`src/verilog/pcm_tx_pkg.sv`:
```
package pcm_tx_pkg;

  // core clock and bit timing
  localparam int CORE_CLK_PERIOD_NS = 40;
  localparam int T1_BIT_NS          = 647;
  localparam int SETTLE_BITS        = 16;

  // elastic store geometry
  localparam int STORE_DEPTH = 16;
  localparam int HALF_FILL   = STORE_DEPTH / 2;

  // reference oscillator against bit rate
  localparam logic [2:0] REF_PER_BIT = 3'h4;
  localparam logic [2:0] REF_CNT_SAT = 3'h7;

  // rate generator: one carry per four reference edges at centre trim
  localparam int         ACC_W        = 8;
  localparam logic [7:0] NCO_STEP_NOM = 8'h40;
  localparam int         TRIM_W       = 5;
  localparam logic signed [4:0] TRIM_MAX = 5'sh08;
  localparam logic signed [4:0] TRIM_MIN = -5'sh08;
  localparam logic signed [4:0] TRIM_ONE = 5'sh01;
  localparam int         TRIM_DIV_W   = 4;

  // bypass detection and driver idle
  localparam int         BYP_W        = 4;
  localparam logic [3:0] BYP_CONFIRM  = 4'hF;
  localparam int         IDLE_W       = 6;
  localparam logic [5:0] IDLE_LIMIT   = 6'h20;

  // cable distance codes
  localparam logic [2:0] CODE_G703    = 3'h0;
  localparam logic [2:0] CODE_220_440 = 3'h1;
  localparam logic [2:0] CODE_440_655 = 3'h2;
  localparam logic [2:0] CODE_SHORT   = 3'h3;
  localparam logic [2:0] CODE_133_266 = 3'h4;
  localparam logic [2:0] CODE_266_399 = 3'h5;
  localparam logic [2:0] CODE_399_533 = 3'h6;
  localparam logic [2:0] CODE_533_655 = 3'h7;

  typedef enum logic [3:0] {
    SHAPE_G703, SHAPE_0_220, SHAPE_220_440, SHAPE_440_655, SHAPE_0_133,
    SHAPE_133_266, SHAPE_266_399, SHAPE_399_533, SHAPE_533_655, SHAPE_NONE
  } shape_e;

  typedef struct packed {
    logic pos;
    logic neg;
  } mark_pair_s;

  // every pin from outside the core clock domain
  typedef struct packed {
    logic [2:0] code;
    logic       five;
    logic       far;
    logic       near;
    logic       marks;
    logic       rec_neg;
    logic       rec_pos;
    logic       rec_clk;
    logic       alt_clk;
    logic       ref_clk;
    logic       tx_neg;
    logic       tx_pos;
    logic       tx_clk;
  } pin_s;

  function automatic shape_e shape_decode(input logic [2:0] code,
                                          input logic       five);
    shape_e s;
    s = SHAPE_NONE;
    if (code == CODE_G703) begin
      s = SHAPE_G703;
    end else if (!five) begin
      if (code == CODE_SHORT) s = SHAPE_0_220;
      else if (code == CODE_220_440) s = SHAPE_220_440;
      else if (code == CODE_440_655) s = SHAPE_440_655;
    end else begin
      if (code == CODE_SHORT) s = SHAPE_0_133;
      else if (code == CODE_133_266) s = SHAPE_133_266;
      else if (code == CODE_266_399) s = SHAPE_266_399;
      else if (code == CODE_399_533) s = SHAPE_399_533;
      else if (code == CODE_533_655) s = SHAPE_533_655;
    end
    return s;
  endfunction

endpackage

```
`src/verilog/pcm_line_tx_jitter_path.sv`:
```
// Operation
// - clock and mark data captured on falling clock
// - positive data drives positive leg, negative other
// - output settled within sixteen bits after control change
// - three-range family decodes 011, 001, 010
// - five-range family decodes 011 through 111
// - code zero selects the 2.048 MHz shape
// - store absorbs seven unit intervals of jitter
// - sixteen-entry store with adjustable rate generator
// - each clock fall writes one entry, except in far loop or with the store full
// - reads paced by reference oscillator only
// - trim rate to hold store half full
// - average read rate follows average write rate
// - slow drift trimmed, fast jitter absorbed
// - T1: reference four times 1.544 MHz
// - E1: reference 8.192 MHz, clock 2.048 MHz
// - exact four-times reference bypasses, blocks far loop
// - all-marks request sends alternating marks on alt clock, except in far loop
`timescale 1ns/10ps

module mark_store #(
  parameter int W       = 2,
  parameter int DEPTH   = 16,
  parameter int PRELOAD = 8
) (
  input  wire logic                       clk,
  input  wire logic                       rst_n,
  input  wire logic                       ce,
  input  wire logic                       in_valid,
  output logic                            in_ready,
  input  wire logic [W-1:0]               in_data,
  output logic                            out_valid,
  input  wire logic                       out_ready,
  output logic [W-1:0]                    out_data,
  output logic [$clog2(DEPTH+1)-1:0]      fill
);
  localparam int AW = $clog2(DEPTH);
  localparam int CW = $clog2(DEPTH+1);

  typedef struct packed {
    logic [DEPTH-1:0][W-1:0] mem;
    logic [AW-1:0]           wr;
    logic [AW-1:0]           rd;
    logic [CW-1:0]           cnt;
  } store_s;

  // pointers start apart by the preload, entries read as spaces
  localparam store_s STORE_RST = '{mem: '0, wr: AW'(PRELOAD), rd: '0,
                                   cnt: CW'(PRELOAD)};

  store_s q;
  store_s d;
  logic   push;
  logic   pop;

  // full and empty come straight from the occupancy count
  assign in_ready  = (q.cnt != CW'(DEPTH));
  assign out_valid = (q.cnt != '0);
  assign out_data  = q.mem[q.rd];
  assign fill      = q.cnt;
  assign push      = in_valid & in_ready;
  assign pop       = out_valid & out_ready;

  // write at the write pointer, read at the read pointer
  always_comb begin
    d = q;
    if (push) begin
      d.mem[q.wr] = in_data;
      d.wr = (q.wr == AW'(DEPTH-1)) ? '0 : q.wr + 1'b1;
    end
    if (pop) begin
      d.rd = (q.rd == AW'(DEPTH-1)) ? '0 : q.rd + 1'b1;
    end
    if (push && !pop) d.cnt = q.cnt + 1'b1;
    else if (pop && !push) d.cnt = q.cnt - 1'b1;
  end

  always_ff @(posedge clk or negedge rst_n) begin
    if (!rst_n) q <= STORE_RST;
    else if (ce) q <= d;
  end
endmodule // mark_store

module pcm_line_tx_jitter_path
  import pcm_tx_pkg::*;
#(
  parameter int DEPTH = STORE_DEPTH
) (
  input  wire logic                       CORE_CLK,
  input  wire logic                       RST_N,
  input  wire logic                       CLK_EN,
  input  wire logic                       TX_BIT_CLOCK_IN,
  input  wire logic                       TX_POSITIVE_MARK_DATA,
  input  wire logic                       TX_NEGATIVE_MARK_DATA,
  input  wire logic                       REFERENCE_OSCILLATOR_INPUT,
  input  wire logic                       ALT_BIT_CLOCK_IN,
  input  wire logic                       REC_BIT_CLOCK_IN,
  input  wire logic                       REC_POSITIVE_MARK_DATA,
  input  wire logic                       REC_NEGATIVE_MARK_DATA,
  input  wire logic [2:0]                 CABLE_DISTANCE_CODE,
  input  wire logic                       CABLE_FAMILY_FIVE,
  input  wire logic                       SEND_ALL_MARKS_REQUEST,
  input  wire logic                       NEAR_END_LOOP_REQUEST,
  input  wire logic                       FAR_END_LOOP_REQUEST,
  output logic                            LINE_OUT_POSITIVE_LEG,
  output logic                            LINE_OUT_NEGATIVE_LEG,
  output logic                            LINE_BIT_STROBE,
  output shape_e                          PULSE_SHAPE,
  output logic                            DRIVER_ENABLE,
  output logic                            ATTENUATOR_BYPASSED,
  output logic                            REMOTE_LOOP_ACTIVE,
  output logic                            LOCAL_LOOP_ACTIVE,
  output logic                            STORE_ACCEPTING,
  output logic [$clog2(DEPTH+1)-1:0]      STORE_FILL,
  output logic signed [TRIM_W-1:0]        OSC_TRIM
);
  localparam int FILL_W     = $clog2(DEPTH+1);
  localparam int SETTLE_CYC = SETTLE_BITS * T1_BIT_NS / CORE_CLK_PERIOD_NS;

  typedef struct packed {
    pin_s                    s1;
    pin_s                    s2;
    pin_s                    s3;
    logic [ACC_W-1:0]        acc;
    logic signed [TRIM_W-1:0] trim;
    logic [TRIM_DIV_W-1:0]   trim_div;
    logic [2:0]              ref_cnt;
    logic [BYP_W-1:0]        byp_match;
    logic                    bypass;
    shape_e                  shape;
    mark_pair_s              line;
    logic                    strobe;
    logic                    alt_pol;
    logic [IDLE_W-1:0]       idle;
  } core_s;

  localparam core_s CORE_RST = '{shape: SHAPE_G703, default: '0};

  core_s            q;
  core_s            d;
  pin_s             pins;
  logic             tx_fall;
  logic             ref_rise;
  logic             alt_fall;
  logic             rec_rise;
  logic             remote_act;
  logic             marks_act;
  logic             wr_valid;
  mark_pair_s       wr_data;
  logic             store_rdy;
  logic             rd_valid;
  mark_pair_s       rd_data;
  logic [FILL_W-1:0] fill;
  logic [ACC_W-1:0] step;
  logic [ACC_W:0]   sum;
  logic             nco_tick;
  logic             trim_upd;

  // gather the pins into one word for the two-stage synchroniser
  assign pins = '{code: CABLE_DISTANCE_CODE, five: CABLE_FAMILY_FIVE,
                  far: FAR_END_LOOP_REQUEST, near: NEAR_END_LOOP_REQUEST,
                  marks: SEND_ALL_MARKS_REQUEST,
                  rec_neg: REC_NEGATIVE_MARK_DATA,
                  rec_pos: REC_POSITIVE_MARK_DATA,
                  rec_clk: REC_BIT_CLOCK_IN, alt_clk: ALT_BIT_CLOCK_IN,
                  ref_clk: REFERENCE_OSCILLATOR_INPUT,
                  tx_neg: TX_NEGATIVE_MARK_DATA,
                  tx_pos: TX_POSITIVE_MARK_DATA, tx_clk: TX_BIT_CLOCK_IN};

  // edges are found between the second and third stage only
  assign tx_fall  = q.s3.tx_clk & ~q.s2.tx_clk;
  assign ref_rise = ~q.s3.ref_clk & q.s2.ref_clk;
  assign alt_fall = q.s3.alt_clk & ~q.s2.alt_clk;
  assign rec_rise = ~q.s3.rec_clk & q.s2.rec_clk;

  // both loop requests together is a reset request, so neither loop runs
  assign remote_act = q.s2.far & ~q.s2.near & ~q.bypass;
  assign marks_act  = q.s2.marks & ~remote_act;

  // store source: recovered bits in far loop, framer bits otherwise
  assign wr_valid = remote_act ? rec_rise : tx_fall;
  assign wr_data  = remote_act ? '{pos: q.s2.rec_pos, neg: q.s2.rec_neg}
                               : '{pos: q.s2.tx_pos, neg: q.s2.tx_neg};

  // rate generator: reference edges accumulate a trimmed step
  assign step     = NCO_STEP_NOM + ACC_W'(q.trim);
  assign sum      = {1'b0, q.acc} + {1'b0, step};
  assign nco_tick = ref_rise & sum[ACC_W];
  assign trim_upd = nco_tick & ~q.bypass & (q.trim_div == '1);

  mark_store #(
    .W       ($bits(mark_pair_s)),
    .DEPTH   (DEPTH),
    .PRELOAD (DEPTH / 2)
  ) u_store (
    .clk       (CORE_CLK),
    .rst_n     (RST_N),
    .ce        (CLK_EN),
    .in_valid  (wr_valid),
    .in_ready  (store_rdy),
    .in_data   (wr_data),
    .out_valid (rd_valid),
    .out_ready (nco_tick),
    .out_data  (rd_data),
    .fill      (fill)
  );

  // next state of the whole path
  always_comb begin
    logic       tick;
    mark_pair_s pair;
    tick = 1'b0;
    pair = '0;
    d = q;
    d.s1 = pins;
    d.s2 = q.s1;
    d.s3 = q.s2;
    d.strobe = 1'b0;
    // count reference edges per framer bit to spot a locked 4x clock
    if (ref_rise) begin
      d.acc = sum[ACC_W-1:0];
      if (q.ref_cnt != REF_CNT_SAT) d.ref_cnt = q.ref_cnt + 1'b1;
    end
    if (tx_fall) begin
      d.ref_cnt = ref_rise ? 3'h1 : 3'h0;
      if (q.ref_cnt != REF_PER_BIT) d.byp_match = '0;
      else if (q.byp_match != BYP_CONFIRM) d.byp_match = q.byp_match + 1'b1;
    end
    d.bypass = (q.byp_match == BYP_CONFIRM);
    // slow loop: only every sixteenth read moves the trim, so fast
    // clock wander is left to the store occupancy
    if (nco_tick) d.trim_div = q.trim_div + 1'b1;
    if (trim_upd) begin
      if (fill > FILL_W'(HALF_FILL) && q.trim < TRIM_MAX)
        d.trim = q.trim + TRIM_ONE;
      else if (fill < FILL_W'(HALF_FILL) && q.trim > TRIM_MIN)
        d.trim = q.trim - TRIM_ONE;
    end
    if (q.bypass) d.trim = '0;
    // shape decode settles three samples after a code change
    d.shape = shape_decode(q.s2.code, q.s2.five);
    // pick the bit source and its pacing
    if (marks_act) begin
      tick = alt_fall;
      pair = q.alt_pol ? '{pos: 1'b0, neg: 1'b1}
                       : '{pos: 1'b1, neg: 1'b0};
      if (alt_fall) d.alt_pol = ~q.alt_pol;
    end else if (q.bypass) begin
      tick = tx_fall;
      pair = wr_data;
    end else begin
      tick = nco_tick;
      pair = rd_valid ? rd_data : '0;
    end
    // a bit with both legs set is not a legal mark and goes out as space
    if (tick) begin
      d.strobe = 1'b1;
      d.line = (pair.pos & pair.neg) ? '0 : pair;
      if (pair.pos | pair.neg) d.idle = '0;
      else if (q.idle != IDLE_LIMIT) d.idle = q.idle + 1'b1;
    end
  end

  always_ff @(posedge CORE_CLK or negedge RST_N) begin
    if (!RST_N) q <= CORE_RST;
    else if (CLK_EN) q <= d;
  end

  // outputs from the state register, store flags from the store count
  assign LINE_OUT_POSITIVE_LEG = q.line.pos;
  assign LINE_OUT_NEGATIVE_LEG = q.line.neg;
  assign LINE_BIT_STROBE       = q.strobe;
  assign PULSE_SHAPE           = q.shape;
  assign DRIVER_ENABLE         = (q.idle != IDLE_LIMIT);
  assign ATTENUATOR_BYPASSED   = q.bypass;
  assign REMOTE_LOOP_ACTIVE    = remote_act;
  assign LOCAL_LOOP_ACTIVE     = q.s2.near & ~q.s2.far;
  assign STORE_ACCEPTING       = store_rdy;
  assign STORE_FILL            = fill;
  assign OSC_TRIM              = q.trim;
endmodule // pcm_line_tx_jitter_path

```
`config.mk`:
```
export PLATFORM = sky130hd
export DESIGN_NAME = pcm_line_tx_jitter_path
export DESIGN_NICKNAME = d
export VERILOG_FILES = /design/src/verilog/pcm_tx_pkg.sv /design/src/verilog/pcm_line_tx_jitter_path.sv
export SDC_FILE = /design/constraint.sdc
export NUM_CORES = 1
export LEC_CHECK = 0
export BUFFER_PORTS_ARGS = -buffer_cell sky130_fd_sc_hd__buf_2
export CAP_MARGIN = 5
export CORE_MARGIN = 8
export CORE_UTILIZATION = 60
export CTS_CLUSTER_SIZE = 30
export DETAILED_ROUTE_END_ITERATION = 8
export PLACE_DENSITY = 0.79
export SETUP_SLACK_MARGIN = 0.02
export SLEW_MARGIN = 20
export SYNTH_ARGS = -nofsm -noshare
export SYNTH_HDL_FRONTEND = slang
export SYNTH_SLANG_ARGS = --single-unit
```
`constraint.sdc`:
```
create_clock -name CORE_CLK -period 4.4 [get_ports CORE_CLK]
set_input_delay 0.88 -clock CORE_CLK [delete_from_list [all_inputs] [get_ports CORE_CLK]]
set_output_delay 0.88 -clock CORE_CLK [all_outputs]
set_load 0.1 [all_outputs]
```
### Yosys cells after proc, flatten, opt, wreduce, memory -nomap -nowiden

Cells that the tools add are included.

| storage, ports and cells | value |
|---|---|
| flip-flop bits (word level) | 118 |
| input bits | 18 |
| output and inout bits | 22 |
| word-level logic and storage cells | 188 |

| cells by class | value |
|---|---|
| reduce and logical (&&, ||, !) cells | 27 |
| equality and inequality tests | 16 |
| $add $sub $neg | 12 |
| muxes and demuxes | 41 |
| bitwise operators | 24 |
| $lt $le $gt $ge | 7 |

Operators by type and width:

| cell | number |
|---|---|
| $mux W4 | 13 |
| $bwmux W32 | 1 |
| $mux W5 | 6 |
| $add A4 B1 Y4 const B | 4 |
| $eq A4 B4 Y1 const B | 4 |
| $mux W2 | 8 |
| $reduce_and A3 Y1 | 5 |
| $and A1 B1 Y1 | 14 |
| $eq A3 B3 Y1 const B | 4 |
| $mux W6 | 2 |
| $reduce_and A2 Y1 | 6 |
| $reduce_bool A2 Y1 | 6 |
| $gt A5 B4 Y1 const B | 2 |
| $lt A4 B5 Y1 const B | 2 |
| $add A8 B8 Y9 | 1 |
| $not A1 Y1 | 9 |
| $add A7 B8 Y8 const A | 1 |
| $bmux W2 S4 | 1 |
| $demux W2 S4 | 1 |
| $mux W7 | 1 |
| $add A6 B1 Y6 const B | 1 |
| $eq A3 B2 Y1 const B | 2 |
| $mux W1 | 6 |
| $mux W3 | 2 |
| other kinds (19) | 25 |

### Longest topological paths before layout

| depth | value |
|---|---|
| word-level depth | 9 |
| gate-level depth with buffers | 13 |
| depth with buffers taken out | 13 |

### Modules after synthesis

A second synthesis with hierarchy kept.

| unflattened totals | value |
|---|---|
| cell total of the unflattened synthesis | 552 |
| area total of the unflattened synthesis | 6371.1 um2 |

Modules (own cells, without submodules):

| module | cells each | instances | area each (um2) | seq. area each (um2) |
|---|---|---|---|---|
| pcm_line_tx_jitter_path | 361 | 1 | 3933.8 | 1826.8 |
| mark_store | 191 | 1 | 2437.3 | 1128.6 |

### Least setup slack after synthesis

No wires, ideal clock.

| timing path | value |
|---|---|
| kind | flip-flop to flip-flop |
| from | register q, in the netlist ATTENUATOR_BYPASSED |
| to | register u_store.q, in the netlist u_store.fill[4] |
| clock period less this slack | 3828 ps |
| arrival | 3701 ps |
| path slack | 572 ps |
| setup time | 127 ps |
| data required time | 4273 ps |
| path buffers | 1 |
| cell stages (with the launch flop) | 13 |
| path through | dfrtp_1 > buf_6 > nor3b_4 > mux2i_1 > nor2_1 > ha_1 > inv_1 > ha_1 > a21o_1 > a21oi_1 > xnor2_1 > nor2_1 > xor2_1 |

| between the ends | value |
|---|---|
| longest elaborated chain between the ends | 8 |
| elaborated cells between the ends (all ways) | 10 |
| those cells by class | 2 x mux; 3 x bitwise; 5 x reduce/logical |

RTL lines:

| what | RTL line | RTL |
|---|---|---|
| from (decl) | pcm_line_tx_jitter_path.sv:139 | `core_s q;` |
| from (signal assigned) | pcm_line_tx_jitter_path.sv:265 | `if (!RST_N) q <= CORE_RST;` |
| from (signal assigned) | pcm_line_tx_jitter_path.sv:266 | `else if (CLK_EN) q <= d;` |
| $not A1 Y1 * | pcm_line_tx_jitter_path.sv:177 | `assign remote_act = q.s2.far & ~q.s2.near & ~q.bypass;` |
| $and A1 B1 Y1 * | pcm_line_tx_jitter_path.sv:177 |  |
| named net REMOTE_LOOP_ACTIVE | pcm_line_tx_jitter_path.sv:111 | `output logic REMOTE_LOOP_ACTIVE,` |
| $mux W1 * | pcm_line_tx_jitter_path.sv:181 | `assign wr_valid = remote_act ? rec_rise : tx_fall;` |
| $and A1 B1 Y1 * | pcm_line_tx_jitter_path.sv:61 | `assign push = in_valid & in_ready;` |
| $logic_not A1 Y1 | pcm_line_tx_jitter_path.sv:75 | `else if (pop && !push) d.cnt = q.cnt - 1'b1;` |
| $logic_and A1 B1 Y1 | pcm_line_tx_jitter_path.sv:75 |  |
| $reduce_bool A2 Y1 (no source line) | - |  |
| $reduce_and A2 Y1 (no source line) | - |  |
| to (signal assigned) | pcm_line_tx_jitter_path.sv:79 | `if (!rst_n) q <= STORE_RST;` |
| to (signal assigned) | pcm_line_tx_jitter_path.sv:80 | `else if (ce) q <= d;` |
| to (decl) | pcm_line_tx_jitter_path.sv:51 | `store_s q;` |

Mark *: on every way through the listed nets, which the timed path passes. The rest lies on a longest branch.
A chain may end at the register's enable or synchronous reset.

### Worst setup path in the final report

| timing path | value |
|---|---|
| from | register q, in the netlist OSC_TRIM[0] |
| to | register u_store.q, in the netlist u_store.fill[4] |

| between the ends | value |
|---|---|
| longest elaborated chain between the ends | 8 |
| elaborated cells between the ends (all ways) | 10 |
| those cells by class | 2 x add/sub; 1 x mux; 2 x bitwise; 5 x reduce/logical |

RTL lines:

| what | RTL line | RTL |
|---|---|---|
| $add A7 B8 Y8 * | pcm_line_tx_jitter_path.sv:186 | `assign step = NCO_STEP_NOM + ACC_W'(q.trim);` |
| $add A8 B8 Y9 * | pcm_line_tx_jitter_path.sv:187 | `assign sum = {1'b0, q.acc} + {1'b0, step};` |
| $and A1 B1 Y1 * | pcm_line_tx_jitter_path.sv:188 | `assign nco_tick = ref_rise & sum[ACC_W];` |
| $and A1 B1 Y1 * | pcm_line_tx_jitter_path.sv:62 | `assign pop = out_valid & out_ready;` |
| $logic_not A1 Y1 | pcm_line_tx_jitter_path.sv:74 | `if (push && !pop) d.cnt = q.cnt + 1'b1;` |
| $logic_and A1 B1 Y1 | pcm_line_tx_jitter_path.sv:74 |  |
| $reduce_bool A2 Y1 (no source line) | - |  |
| $reduce_and A2 Y1 (no source line) | - |  |

Every way passes the cells marked *; elsewhere a longest branch is shown, timed or not.

==> reports/summary.txt <==
Synthesized area - 6220 um^2
Largest family of logic cells by synthesized area - multiplexers
Buf/Inv on CP - 1
Clock Sinks - 118
Tmin final - 3.38 ns
Fraction of layout cells with a size suffix above 1 - 0.282
CTS tree - done
Maximum clock path buffer count - 2
DR vias/cell - 5.81
Synth Area in XOR/XNOR - 0.0310
DRT Wirelength - 12400 um
Pin count of the biggest net entering global routing - 69
RD Place Congestion - 0.902
Initial core utilization - 0.610
Leak - 3.22 nW
Post-CTS Setup Bufs - 0
WP data required - 4.80 ns
Latest clock arrival within the worst-skew pair - 0.53 ns
DRC violations left - 0
Clock buffer count from CTS - 17
Hold bufs inserted after CTS - 0
Compound-Gate Fraction of Synth Area - 0.105
Routed vias - 4194
Cells along the critical path - ha_1 > fa_1 > a211oi_1 > o211a_1 > or4_1 > ha_1 > inv_1 > ha_1 > a21o_1 > a21oi_1 > xnor2_1 > nor2_1 > xor2_1
Crit end category - flip-flop
Top Metal Used - met4
Final Max Tran Viols - 0
Met2 wirelength from detailed routing - 5970 um
Yosys cell types - 56
Final nets - 621
1st-iter DRT viols - 194
Crit share post-route - 0.769
Port bufs - 39
Crit-path max cell delay - 0.45 ns
Synth Instances - 544
M1 WL - 5650 um
Unrepaired setup endpoints after global routing - false
Placed cell areas - 6420 um^2
Hold Path Class - in2async
CTS Root Cell - clkbuf_8
Post-synthesis mux area share - 0.168
Relative slew slack - 0.307
Die Span X - 118 um
Status - complete, no violations
CP max FO - 6
Syn Nets - 592
Worst setup path class - reg2reg
Core region area - 10200 um^2
Design area - 7040 um^2
Seq/Total Area, Yosys - 0.475
CTS resizes - 0
Initial antenna violation count - 0
Final setup skew - 0.00667 ns
Syn avg cell area - 11.4 um^2
Maximum vdd drop - 0.000398 V
Post-DP HPWL - 8790 um
Antenna cells - 0
GRT overflow - 0
Slowest cell on the critical path - dfrtp_1
Total of max-cap violations - 0
I/O pins - 40
Primary FF master, synth - dfrtp_1
First-pass GRT wire length - 21700 um
CTS clk-pin slew, worst paths - 0.05 ns
CP arrival - 3.79 ns
Post-synth EDFFs - 0
Ys Warns - 0
Drt wl/cell - 17.2 um
Synthesized flop and latch total - 118
Final ANT Viol Nets - 0
WL met3 - 524 um
Ys async rst share - 1.00
Pwr Density - 660 nW/um^2
Fmax - 296 MHz
Tightest Pin Transition - 1.04 ns
Die H - 118 um
Synth Area in Adders - 0.0640
Post-Route Setup TNS - 0 ns
1st-pass router iterations - 4
Final Hold Viols - 0
Full die area - 13900 um^2
Area growth syn-to-layout - 13.2%
H-Tree Depth - 4
Most common cell on crit path - ha_1
Crit path launch type - flip-flop
# rows - 37
Number of global-route vias before repair - 4435
Crit-path leading delay family - adder cells
Final-report setup violation count - 0
Simple logic cell fraction of the synthesized area - 0.114
GRT Resource Usage Total - 0.192
-- final cells by class --
type / instances / area (um^2)
Multi-Input combinational cell: 373 / 3000
Sequential cell: 118 / 2960
Timing Repair Buffer: 42 / 220
Clock inverter: 8 / 145
Clock buffer: 24 / 470
Inverter: 21 / 78.8
Fill cell: 742 / 3150
Tap cell: 136 / 170
-- metrics by stage --
step	std cells	hold slack (ns)	power, mW	util	setup WS, ns
floorplan	544	0.446	2.92	-	0.572
global placement	690	0.461	3.14	0.631	1.15
detailed placement	690	0.474	3.22	0.631	1.01
CTS	722	0.485	4.67	0.691	1.03
global route	722	0.510	4.90	0.691	0.780
finish	722	0.467	4.64	0.691	1.02
-- placed cells by master (no fill, tap or decap), types with 6 or more instances in the layout --
cell type and count:
a21oi_1 21, a22o_1 9, a22oi_1 9, buf_2 38, clkbuf_16 16, dfrtp_1 116
ha_1 27, inv_1 21, mux2_2 76, mux2i_1 19, nand2_1 29, nand2b_1 7
nand3_1 13, nor2_1 25, nor2b_1 10, nor3_1 7, o21ai_0 29, o31ai_1 6
xnor2_1 13, xor2_1 9
-- registers in the layout, summed over array words and instances, names as in the netlist --
register / count
ATTENUATOR_BYPASSED: 1
LINE_BIT_STROBE: 1
LINE_OUT_NEGATIVE_LEG: 1
LINE_OUT_POSITIVE_LEG: 1
OSC_TRIM: 5
PULSE_SHAPE: 4
d: 30
q: 30
u_store.fill: 5
u_store.q: 40
-- synth_stat cells (all sizes together) (7+ instances only) --
| library cell | n | area, um^2 |
|---|---|---|
| xor2 | 9 | 78.8 |
| nand2b | 7 | 43.8 |
| a22oi | 9 | 67.6 |
| nand2 | 34 | 140 |
| nor3 | 12 | 85.1 |
| clkbuf | 12 | 45.0 |
| a22o | 9 | 78.8 |
| o21ai | 29 | 145 |
| xnor2 | 13 | 114 |
| inv | 21 | 78.8 |
| nand3 | 13 | 65.1 |
| ha | 27 | 338 |
| mux2 | 76 | 856 |
| dfrtp | 116 | 2900 |
| buf | 20 | 138 |
| nor2b | 10 | 62.6 |
| mux2i | 19 | 190 |
| nor2 | 25 | 93.8 |
| a21oi | 21 | 105 |
-- layer usage --
layer | vias up | GRT usage
li1 | 2001 | -
met1 | 2094 | 0.239
met2 | 74 | 0.305
met3 | 25 | 0.0528
met4 | 0 | 0.0897
met5 | - | 0
-- report_power, final --
part	switching (mW)	total, mW	leakage (nW)	internal, mW
logic	0.990	1.59	1.43	0.595
registers	0.277	1.63	1.49	1.35
clock network	0.466	1.43	0.295	0.963
-- worst register-to-register path, stage by stage (launching register included) --
cell	delay, ns
dfrtp_1	0.45
ha_1	0.26
fa_1	0.43
a211oi_1	0.36
o211a_1	0.30
or4_1	0.14
ha_1	0.23
inv_1	0.12
ha_1	0.30
a21o_1	0.18
a21oi_1	0.17
xnor2_1	0.13
nor2_1	0.06
xor2_1	0.14
-- logic make-up (layout without fill, tap and decap cells) --
logic type      after synthesis  in the layout
fa+ha+maj                    30             30
simple gates                126            126
compound gates              100            100
xor+xnor                     22             22
buf+inv                      53             95
mux                          95             95
flops                       118            118
-- worst paths after layout --
check,depth (start not counted),slack (ns),startpoint,endpoint
min in group CORE_CLK,1,0.48,q[25],q[25]
hold reg to reg,1,0.48,q[25],q[25]
max in group asynchronous,2,3.03,RST_N,d[45]
setup / recovery,13,1.02,OSC_TRIM[0],u_store.fill[4]
setup reg to reg,13,1.02,OSC_TRIM[0],u_store.fill[4]
hold / removal,1,0.47,RST_N,OSC_TRIM[2]
Note: power is estimated with default switching activity, not from simulation.
